### config.mk
export PLATFORM = sky130hd
export DESIGN_NAME = crsig_ctrl
export DESIGN_NICKNAME = d
export VERILOG_FILES = /design/src/crsig_pkg.sv /design/src/crsig_cmp_if.sv /design/src/crsig_sync.sv /design/src/crsig_grp_cmp.sv /design/src/crsig_ctrl.sv
export SDC_FILE = /design/constraint.sdc
export NUM_CORES = 1
export LEC_CHECK = 0
export BUFFER_PORTS_ARGS = -buffer_cell sky130_fd_sc_hd__buf_2
export CAP_MARGIN = 25
export CORE_MARGIN = 1
export CORE_UTILIZATION = 51
export CTS_CLUSTER_SIZE = 30
export DETAILED_ROUTE_END_ITERATION = 10
export HOLD_SLACK_MARGIN = 0.06
export PLACE_DENSITY = 0.82
export SLEW_MARGIN = 30
export SYNTH_ARGS = -nofsm -noshare
export SYNTH_HDL_FRONTEND = slang
export SYNTH_SLANG_ARGS = --single-unit
### constraint.sdc
create_clock -name clk -period 3.9 [get_ports clk]
set_clock_uncertainty 0.1 [all_clocks]
set_input_delay 0.39 -clock clk [delete_from_list [all_inputs] [get_ports clk]]
set_output_delay 0.39 -clock clk [all_outputs]
set_load 0.01 [all_outputs]
### src/crsig_pkg.sv
package crsig_pkg;
    // register bus geometry
    localparam int ADDR_W = 8;
    localparam int DATA_W = 32;
    localparam int PRIO_W = 8;
    localparam int BP_W = 3;
    localparam int EV_W = 3;
    localparam int LINE_W = 4;

    // register offsets (byte addresses)
    localparam logic [ADDR_W-1:0] CTRL_OFS = 8'h00;
    localparam logic [ADDR_W-1:0] BPR_OFS = 8'h04;
    localparam logic [ADDR_W-1:0] ABPR_OFS = 8'h08;
    localparam logic [ADDR_W-1:0] STAT_OFS = 8'h0C;
    localparam logic [ADDR_W-1:0] MASK_OFS = 8'h10;
    localparam logic [ADDR_W-1:0] LINE_OFS = 8'h14;

    // cpu_if_control field positions
    localparam int G0_EN_BIT = 0;
    localparam int G1_EN_BIT = 1;
    localparam int FAST_ROUTE_BIT = 3;
    localparam int CBP_SEL_BIT = 4;
    localparam int FIQ_BYP_OFF_BIT = 5;
    localparam int IRQ_BYP_OFF_BIT = 6;
    localparam logic [DATA_W-1:0] CTRL_WMASK = 32'h0000007B;

    // event and line-state bit positions
    localparam int EV_IRQ_BIT = 0;
    localparam int EV_FIQ_BIT = 1;
    localparam int EV_BYP_BIT = 2;

    // reset values
    localparam logic [DATA_W-1:0] CTRL_RST = 32'h00000000;
    localparam logic [BP_W-1:0] BPR_RST = 3'h0;
    localparam logic [BP_W-1:0] ABPR_RST = 3'h0;
    localparam logic [EV_W-1:0] EV_RST = 3'h0;

    // bus responses
    localparam logic [1:0] RESP_OKAY = 2'h0;
    localparam logic [1:0] RESP_SLVERR = 2'h2;

    typedef enum logic [1:0] {
        CRSIG_WS_IDLE = 2'h0,
        CRSIG_WS_RESP = 2'h1,
        CRSIG_WS_GOT_A = 2'h3,
        CRSIG_WS_GOT_D = 2'h2
    } crsig_wstate_t;

    typedef enum logic {
        CRSIG_RS_IDLE = 1'h0,
        CRSIG_RS_DATA = 1'h1
    } crsig_rstate_t;
endpackage : crsig_pkg

### src/crsig_cmp_if.sv
`timescale 1ns/1ns
interface crsig_cmp_if;
    import crsig_pkg::*;
    logic [BP_W-1:0] bp;
    logic [PRIO_W-1:0] cand;
    logic [PRIO_W-1:0] running;
    logic preempt;
    modport ctl (output bp, output cand, output running, input preempt);
    modport cmp (input bp, input cand, input running, output preempt);
endinterface : crsig_cmp_if

### src/crsig_sync.sv
`timescale 1ns/1ns
module crsig_sync #(
    parameter int W = 1
) (
    // clock and reset
    input wire logic clk,
    input wire logic nrst,
    input wire logic ce,
    // async in, synced out
    input wire logic [W-1:0] d,
    output logic [W-1:0] q
);
    logic [W-1:0] meta_reg;
    logic [W-1:0] meta_next;
    logic [W-1:0] q_reg;
    logic [W-1:0] q_next;

    // first stage feeds only the second
    always_comb begin
        meta_next = ce ? d : meta_reg;
        q_next = ce ? meta_reg : q_reg;
    end

    always_ff @(posedge clk or negedge nrst) begin
        if (!nrst) begin
            meta_reg <= '0;
            q_reg <= '0;
        end else begin
            meta_reg <= meta_next;
            q_reg <= q_next;
        end
    end

    assign q = q_reg;
endmodule : crsig_sync

### src/crsig_grp_cmp.sv
`timescale 1ns/1ns
module crsig_grp_cmp (
    // compare channel
    crsig_cmp_if.cmp p
);
    import crsig_pkg::*;
    logic [3:0] shamt;
    logic [PRIO_W-1:0] grp_mask;

    // bits below the binary point are subpriority and never preempt
    always_comb begin
        shamt = {1'b0, p.bp} + 4'h1;
        grp_mask = 8'hFF << shamt;
        p.preempt = (p.cand & grp_mask) < (p.running & grp_mask);
    end
endmodule : crsig_grp_cmp

### src/crsig_ctrl.sv
// Functional notes
// - normal line off: bypass normal signal passes when bit 6 is 0, blocked when 1.
// - fast line off: bypass fast signal passes when bit 5 is 0, blocked when 1.
// - bit 4 chooses whether main binary point governs both groups.
// - separate control: group 0 uses main, group 1 uses aliased binary point.
// - common control: both groups judged with main binary point only.
// - bit 3 routes group 0 to normal line at 0, fast line at 1.
// - group 1 always uses the normal line, never the fast line.
// - bit 3 resets to 0; all-normal-line software keeps it 0.
// - bit 0 enables group 0 signaling when 1, disables when 0.
// - bit 1 enables group 1 signaling when 1, disables when 0.
`timescale 1ns/1ns
module crsig_ctrl (
    // clock, reset, enable
    input wire logic clk,
    input wire logic nrst,
    input wire logic ce,
    // axi4-lite write address and data
    input wire logic [crsig_pkg::ADDR_W-1:0] awaddr,
    input wire logic awvalid,
    output logic awready,
    input wire logic [crsig_pkg::DATA_W-1:0] wdata,
    input wire logic [3:0] wstrb,
    input wire logic wvalid,
    output logic wready,
    // axi4-lite write response
    output logic [1:0] bresp,
    output logic bvalid,
    input wire logic bready,
    // axi4-lite read
    input wire logic [crsig_pkg::ADDR_W-1:0] araddr,
    input wire logic arvalid,
    output logic arready,
    output logic [crsig_pkg::DATA_W-1:0] rdata,
    output logic [1:0] rresp,
    output logic rvalid,
    input wire logic rready,
    // pending interrupts from the distributor
    input wire logic g0_pending,
    input wire logic g1_pending,
    input wire logic [crsig_pkg::PRIO_W-1:0] g0_cand_prio,
    input wire logic [crsig_pkg::PRIO_W-1:0] g1_cand_prio,
    input wire logic [crsig_pkg::PRIO_W-1:0] running_prio,
    // bypass pins
    input wire logic bypass_irq_pin,
    input wire logic bypass_fiq_pin,
    // processor side
    output logic normal_interrupt_line,
    output logic fast_interrupt_line,
    output logic g0_preempt,
    output logic g1_preempt,
    // system interrupt
    output logic sys_intr
);
    import crsig_pkg::*;

    crsig_wstate_t wstate_reg;
    crsig_wstate_t wstate_next;
    crsig_rstate_t rstate_reg;
    crsig_rstate_t rstate_next;
    logic [ADDR_W-1:0] waddr_reg;
    logic [ADDR_W-1:0] waddr_next;
    logic [DATA_W-1:0] wdat_reg;
    logic [DATA_W-1:0] wdat_next;
    logic [3:0] wstb_reg;
    logic [3:0] wstb_next;
    logic [1:0] bresp_reg;
    logic [1:0] bresp_next;
    logic [DATA_W-1:0] rdata_reg;
    logic [DATA_W-1:0] rdata_next;
    logic [1:0] rresp_reg;
    logic [1:0] rresp_next;
    logic [DATA_W-1:0] ctrl_reg;
    logic [DATA_W-1:0] ctrl_next;
    logic [BP_W-1:0] bpr_reg;
    logic [BP_W-1:0] bpr_next;
    logic [BP_W-1:0] abpr_reg;
    logic [BP_W-1:0] abpr_next;
    logic [EV_W-1:0] stat_reg;
    logic [EV_W-1:0] stat_next;
    logic [EV_W-1:0] mask_reg;
    logic [EV_W-1:0] mask_next;
    logic [EV_W-1:0] prev_reg;
    logic [EV_W-1:0] prev_next;
    logic irq_reg;
    logic irq_next;
    logic fiq_reg;
    logic fiq_next;
    logic g0p_reg;
    logic g0p_next;
    logic g1p_reg;
    logic g1p_next;
    logic [1:0] byp_sync;
    logic byp_irq;
    logic byp_fiq;
    logic wr_fire;
    logic [ADDR_W-1:0] wr_addr;
    logic [DATA_W-1:0] wr_data;
    logic [3:0] wr_strb;
    logic g0_sig;
    logic g1_sig;
    logic irq_off;
    logic fiq_off;
    logic irq_path;
    logic fiq_path;
    logic byp_used;
    logic [EV_W-1:0] ev_now;
    logic [EV_W-1:0] ev_rise;

    crsig_cmp_if g0_cmp ();
    crsig_cmp_if g1_cmp ();

    // bypass pins come from outside the clock domain
    crsig_sync #(.W(2)) u_byp_sync (
        .clk(clk),
        .nrst(nrst),
        .ce(ce),
        .d({bypass_fiq_pin, bypass_irq_pin}),
        .q(byp_sync)
    );
    assign byp_irq = byp_sync[0];
    assign byp_fiq = byp_sync[1];

    crsig_grp_cmp u_g0_cmp (.p(g0_cmp.cmp));
    crsig_grp_cmp u_g1_cmp (.p(g1_cmp.cmp));

    // binary point selection per group
    always_comb begin
        g0_cmp.bp = bpr_reg;
        g1_cmp.bp = ctrl_reg[CBP_SEL_BIT] ? bpr_reg : abpr_reg;
        g0_cmp.cand = g0_cand_prio;
        g1_cmp.cand = g1_cand_prio;
        g0_cmp.running = running_prio;
        g1_cmp.running = running_prio;
    end

    // signal routing to the processor
    always_comb begin
        g0_sig = ctrl_reg[G0_EN_BIT] & g0_pending;
        g1_sig = ctrl_reg[G1_EN_BIT] & g1_pending;
        irq_path = (g0_sig & ~ctrl_reg[FAST_ROUTE_BIT]) | g1_sig;
        fiq_path = g0_sig & ctrl_reg[FAST_ROUTE_BIT];
        // a line counts as disabled when no enabled group is routed to it
        irq_off = ~ctrl_reg[G1_EN_BIT] & ~(ctrl_reg[G0_EN_BIT] & ~ctrl_reg[FAST_ROUTE_BIT]);
        fiq_off = ~(ctrl_reg[G0_EN_BIT] & ctrl_reg[FAST_ROUTE_BIT]);
        irq_next = irq_off ? (byp_irq & ~ctrl_reg[IRQ_BYP_OFF_BIT]) : irq_path;
        fiq_next = fiq_off ? (byp_fiq & ~ctrl_reg[FIQ_BYP_OFF_BIT]) : fiq_path;
        byp_used = (irq_off & byp_irq & ~ctrl_reg[IRQ_BYP_OFF_BIT])
            | (fiq_off & byp_fiq & ~ctrl_reg[FIQ_BYP_OFF_BIT]);
        g0p_next = g0_sig & g0_cmp.preempt;
        g1p_next = g1_sig & g1_cmp.preempt;
        if (!ce) begin
            irq_next = irq_reg;
            fiq_next = fiq_reg;
            g0p_next = g0p_reg;
            g1p_next = g1p_reg;
        end
    end

    // axi4-lite write channel: address and data in either order
    always_comb begin
        wstate_next = wstate_reg;
        waddr_next = waddr_reg;
        wdat_next = wdat_reg;
        wstb_next = wstb_reg;
        bresp_next = bresp_reg;
        awready = (wstate_reg == CRSIG_WS_IDLE) | (wstate_reg == CRSIG_WS_GOT_D);
        wready = (wstate_reg == CRSIG_WS_IDLE) | (wstate_reg == CRSIG_WS_GOT_A);
        wr_addr = (wstate_reg == CRSIG_WS_GOT_A) ? waddr_reg : awaddr;
        wr_data = (wstate_reg == CRSIG_WS_GOT_D) ? wdat_reg : wdata;
        wr_strb = (wstate_reg == CRSIG_WS_GOT_D) ? wstb_reg : wstrb;
        wr_fire = 1'b0;
        if (ce) begin
            case (wstate_reg)
                CRSIG_WS_IDLE: begin
                    if (awvalid && wvalid) begin
                        wr_fire = 1'b1;
                    end else if (awvalid) begin
                        waddr_next = awaddr;
                        wstate_next = CRSIG_WS_GOT_A;
                    end else if (wvalid) begin
                        wdat_next = wdata;
                        wstb_next = wstrb;
                        wstate_next = CRSIG_WS_GOT_D;
                    end
                end
                CRSIG_WS_GOT_A: begin
                    wr_fire = wvalid;
                end
                CRSIG_WS_GOT_D: begin
                    wr_fire = awvalid;
                end
                CRSIG_WS_RESP: begin
                    if (bready) begin
                        wstate_next = CRSIG_WS_IDLE;
                    end
                end
                default: begin
                    wstate_next = CRSIG_WS_IDLE;
                end
            endcase
        end else begin
            awready = 1'b0;
            wready = 1'b0;
        end
        if (wr_fire) begin
            wstate_next = CRSIG_WS_RESP;
            bresp_next = RESP_OKAY;
            if (wr_addr != CTRL_OFS && wr_addr != BPR_OFS && wr_addr != ABPR_OFS
                && wr_addr != STAT_OFS && wr_addr != MASK_OFS && wr_addr != LINE_OFS) begin
                bresp_next = RESP_SLVERR;
            end
        end
    end
    assign bvalid = (wstate_reg == CRSIG_WS_RESP);
    assign bresp = bresp_reg;

    // register file, events and status
    always_comb begin
        ctrl_next = ctrl_reg;
        bpr_next = bpr_reg;
        abpr_next = abpr_reg;
        mask_next = mask_reg;
        ev_now = '0;
        ev_now[EV_IRQ_BIT] = irq_reg;
        ev_now[EV_FIQ_BIT] = fiq_reg;
        ev_now[EV_BYP_BIT] = byp_used;
        ev_rise = ev_now & ~prev_reg;
        prev_next = ce ? ev_now : prev_reg;
        stat_next = stat_reg;
        // all fields sit in the low byte, so only lane 0 matters
        if (wr_fire && wr_strb[0]) begin
            if (wr_addr == CTRL_OFS) begin
                ctrl_next = wr_data & CTRL_WMASK;
            end else if (wr_addr == BPR_OFS) begin
                bpr_next = wr_data[BP_W-1:0];
            end else if (wr_addr == ABPR_OFS) begin
                abpr_next = wr_data[BP_W-1:0];
            end else if (wr_addr == STAT_OFS) begin
                stat_next = stat_reg & ~wr_data[EV_W-1:0];
            end else if (wr_addr == MASK_OFS) begin
                mask_next = wr_data[EV_W-1:0];
            end
        end
        // a new event beats a same-cycle clear
        if (ce) begin
            stat_next = stat_next | ev_rise;
        end
    end
    assign sys_intr = |(stat_reg & mask_reg);

    // axi4-lite read channel
    always_comb begin
        rstate_next = rstate_reg;
        rdata_next = rdata_reg;
        rresp_next = rresp_reg;
        arready = ce & (rstate_reg == CRSIG_RS_IDLE);
        if (ce) begin
            case (rstate_reg)
                CRSIG_RS_IDLE: begin
                    if (arvalid) begin
                        rstate_next = CRSIG_RS_DATA;
                        rresp_next = RESP_OKAY;
                        rdata_next = '0;
                        if (araddr == CTRL_OFS) begin
                            rdata_next = ctrl_reg;
                        end else if (araddr == BPR_OFS) begin
                            rdata_next[BP_W-1:0] = bpr_reg;
                        end else if (araddr == ABPR_OFS) begin
                            rdata_next[BP_W-1:0] = abpr_reg;
                        end else if (araddr == STAT_OFS) begin
                            rdata_next[EV_W-1:0] = stat_reg;
                        end else if (araddr == MASK_OFS) begin
                            rdata_next[EV_W-1:0] = mask_reg;
                        end else if (araddr == LINE_OFS) begin
                            rdata_next[LINE_W-1:0] = {byp_fiq, byp_irq, fiq_reg, irq_reg};
                        end else begin
                            rresp_next = RESP_SLVERR;
                        end
                    end
                end
                CRSIG_RS_DATA: begin
                    if (rready) begin
                        rstate_next = CRSIG_RS_IDLE;
                    end
                end
                default: begin
                    rstate_next = CRSIG_RS_IDLE;
                end
            endcase
        end
    end
    assign rvalid = (rstate_reg == CRSIG_RS_DATA);
    assign rdata = rdata_reg;
    assign rresp = rresp_reg;

    always_ff @(posedge clk or negedge nrst) begin
        if (!nrst) begin
            wstate_reg <= CRSIG_WS_IDLE;
            rstate_reg <= CRSIG_RS_IDLE;
            waddr_reg <= '0;
            wdat_reg <= '0;
            wstb_reg <= 4'h0;
            bresp_reg <= RESP_OKAY;
            rdata_reg <= '0;
            rresp_reg <= RESP_OKAY;
            ctrl_reg <= CTRL_RST;
            bpr_reg <= BPR_RST;
            abpr_reg <= ABPR_RST;
            stat_reg <= EV_RST;
            mask_reg <= EV_RST;
            prev_reg <= EV_RST;
            irq_reg <= 1'b0;
            fiq_reg <= 1'b0;
            g0p_reg <= 1'b0;
            g1p_reg <= 1'b0;
        end else begin
            wstate_reg <= wstate_next;
            rstate_reg <= rstate_next;
            waddr_reg <= waddr_next;
            wdat_reg <= wdat_next;
            wstb_reg <= wstb_next;
            bresp_reg <= bresp_next;
            rdata_reg <= rdata_next;
            rresp_reg <= rresp_next;
            ctrl_reg <= ctrl_next;
            bpr_reg <= bpr_next;
            abpr_reg <= abpr_next;
            stat_reg <= stat_next;
            mask_reg <= mask_next;
            prev_reg <= prev_next;
            irq_reg <= irq_next;
            fiq_reg <= fiq_next;
            g0p_reg <= g0p_next;
            g1p_reg <= g1p_next;
        end
    end

    assign normal_interrupt_line = irq_reg;
    assign fast_interrupt_line = fiq_reg;
    assign g0_preempt = g0p_reg;
    assign g1_preempt = g1p_reg;
endmodule : crsig_ctrl

==> metrics.md <==
| Metric | Value |
|---|---|
| Yosys warning count | 0 |
| Cell Count, Final, Fillers Out | 563 |
| Post-DP Area | 4110 um2 |
| Compound-Gate Fraction of Synth Area | 14.0% |
| Slowest stage delay, CP | 0.55 ns |
| Simple-gate portion of the synthesized area | 15.9% |
| TNS Setup | 0 ns |
| Setup crit start kind | register |
| First-pass GRT wire length | 13.5 mm |
| Delay-heaviest family, CP | compound AO/OA/AOI/OAI gates |
| Area grow syn2layout | 15.0% |
| Tcrit/Tclk final | 77.6% |
| Largest net degree at the start of global routing | 57 |
| Placed cell count | 546 |
| Vias in the first global route | 2900 |
| Number of synthesized register bits | 57 |
| Clock slew at reported path FFs | 0.07 ns |
| Pwr/cell area | 483 nW/um2 |
| Post-synth top flop | dfrtp_1 |
| Port Buffers | 78 |
| Site Rows | 30 |
| Final setup violation count | 0 |
| Minimum clock period | 3.03 ns |
| GRT overflow | 0 |
| CORE AREA | 6940 um2 |
| Post-synth top area share | 38.0% |
| Pwr Total | 2.08 mW |
| I/O pins | 134 |
| Largest family of logic cells by synthesized area | simple AND/OR/NAND/NOR gates |
| Status | finished clean |
| Buffers plus inverters on the worst setup path | 0 |
| DRC | 0 |
| Number of H-tree levels | 3 |
| Final antenna diode count | 0 |
| Placer Congestion | 0.855 |
| TritonRoute pass-1 iters | 4 |
| Ratio of cells with drive above 1 in the final layout | 29.6% |
| Max IR drop VDD | 0.321 mV |
| Max Cap Viol | 0 |
| Initial Utilization | 54.1% |
| Post-DP HPWL | 6.10 mm |
| Hold/Removal Path Class | input port to register |
| Post-synth EDFFs | 0 |
| Antenna-violating nets left | 0 |
| Yosys cell types | 62 |
| Final wirelength | 8.21 mm |
| Xor/xnor cell area share of the yosys netlist | 0.700% |
| All-layer global routing usage | 23.2% |
| Root buffer cell | clkbuf_8 |
| CTS resizes | 0 |
| Mean Syn Cell Area | 9.75 um2 |
| 1st-iter DRT viols | 164 |
| Die Width | 87.8 um |
| Synth area leaders | dfrtp_1 38%, mux2_2 9.9%, ha_1 7.7% |
| Full die area | 7710 um2 |
| Cell area after layout | 4320 um2 |
| Vias | 3064 |
| Mapped cell area | 3750 um2 |
| Least-Margin Pin Slew | 0.704 ns |
| Die H | 87.8 um |
| WHS | 0.179 ns |
| RSZ-0062 raised after global routing | no |
| Worst EP arrival | 3.15 ns |
| Seq/Total Area, Yosys | 38.0% |
| Clock Latency Late Sink | 0.35 ns |
| Pre-CTS WS | 0.908 ns |
| Max reg flops | 8 |
| Fmax | 331 MHz |
| Adder-cell share of the synthesized area | 7.66% |
| CTS tree | built |
| Clock sink count | 57 |
| Post-synthesis async set-or-reset flop share | 100% |
| Leading area contributor after synthesis | dfrtp_1 |
| Pins Over Slew Limit | 0 |
| Nets | 573 |
| Slowest CP cell | dfrtp_1 |
| Commonest non-fill, non-tap cell in the layout | buf_2 |
| LEAKAGE | 2.17 nW |
| Synth Instances | 385 |
| Post-CTS Setup Inserts | 0 |
| Most frequent cells in the layout | 78 x buf_2, 57 x dfrtp_1, 43 x nand2_1 |
| Endpoint type of the worst setup path | register |
| Max-slew headroom | 53.0% |
| Crit path kind | register to register |
| Final Core Density | 62.2% |
| CP Max Fanout | 8 |
| Mux cell area share after synthesis | 14.8% |
| Avg Vias per Cell | 5.44 |
| Final setup margin | 0.874 ns |
| R2r setup slk | 0.87 ns |
| Final hold viol count | 0 |
| CP cell instances | mux2_2 > ha_1 > xor2_1 > and2_1 > and3_1 > ha_1 > o21ai_0 > a31o_1 > a2111oi_0 > o2bb2ai_1 |
| Num CTS Buffers | 9 |
| Most used cell, CP | ha_1 |
| Crit path required time | 4.02 ns |
| Initial antenna violation count | 0 |
| Clock tree buffer depth | 2 |
| WL/cell | 14.6 um |
-- routing by layer --
metal	part of all wire [%]	track usage [%]	up-vias
met1	43	27.6	1463
met4	2.2	10.7	0
met5	0	0	-
met2	49	40.7	105
li1	-	-	1483
met3	5.3	4.05	13
-- timing repair --
| item | CTS | global route |
|---|---|---|
| hold endpoints to repair | 1 | 0 |
| hold buffers | 1 | 0 |
| endpoints found under the setup margin | 0 | 0 |
-- synth_stat cells, types with 2 or more instances --
cell type,number
mux2_2,33
a211oi_1,3
o21a_1,2
o211ai_1,3
o21ai_0,20
xnor2_1,2
nand2_1,43
nand2b_1,2
mux2i_1,8
inv_1,20
nor2_1,24
nand4b_1,2
clkbuf_1,7
nor4_1,2
o21bai_1,2
nand3b_1,4
o22a_1,2
and2_1,10
a22o_1,6
a31oi_1,3
buf_4,27
and3_1,4
nand3_1,6
a21oi_1,11
o22ai_1,2
o211a_1,2
nor3_2,3
buf_2,5
a2111oi_0,3
o32ai_1,2
nor3_1,5
o41ai_1,2
ha_1,23
mux2_1,8
dfrtp_1,57
-- worst paths after layout --
path,depth (start not counted),endpoint,startpoint
setup / recovery,10,g1_preempt,ctrl_reg[4]
hold / removal,2,u_byp_sync.meta_reg[1],bypass_fiq_pin
setup reg to reg,10,g1_preempt,ctrl_reg[4]
hold reg to reg,2,rresp[1],rresp[1]
max in group asynchronous,3,rdata[2],nrst
min in group asynchronous,2,wdat_reg[3],nrst
-- cells by family after synthesis --
kind of cell	count (synthesis)
adder cells (fa/ha/maj)	23
flip-flops	57
other	1
AO/OA/AOI/OAI	76
buffers and inverters	60
multiplexers	50
AND/OR/NAND/NOR	115
XOR/XNOR	3
-- where the power goes --
part	internal [mW]	switching, mW	leakage [nW]
logic	0.327	0.364	1.36
registers	0.729	0.104	0.710
clock network	0.311	0.249	0.103
-- worst reg2reg max path, delay by kind of cell (launching register included) --
family	cells	cell delay, ns
and+or+nand+nor	2	0.39
DFF	1	0.55
muxes	1	0.41
adders and majority gates	2	0.47
AOI/OAI and AO/OA	4	0.78
xor gates and xnor gates	1	0.19
-- cell type report --
type                    instances  area, um2
well taps                      96        120
inverters                      20       75.1
clock inverters                 5       53.8
clock buffers                  11        141
repair buffers                 80        408
multi-input cells             294       2090
fillers                       621       2630
flip-flops and latches         57       1430
Power figures use the tool's default switching activity.
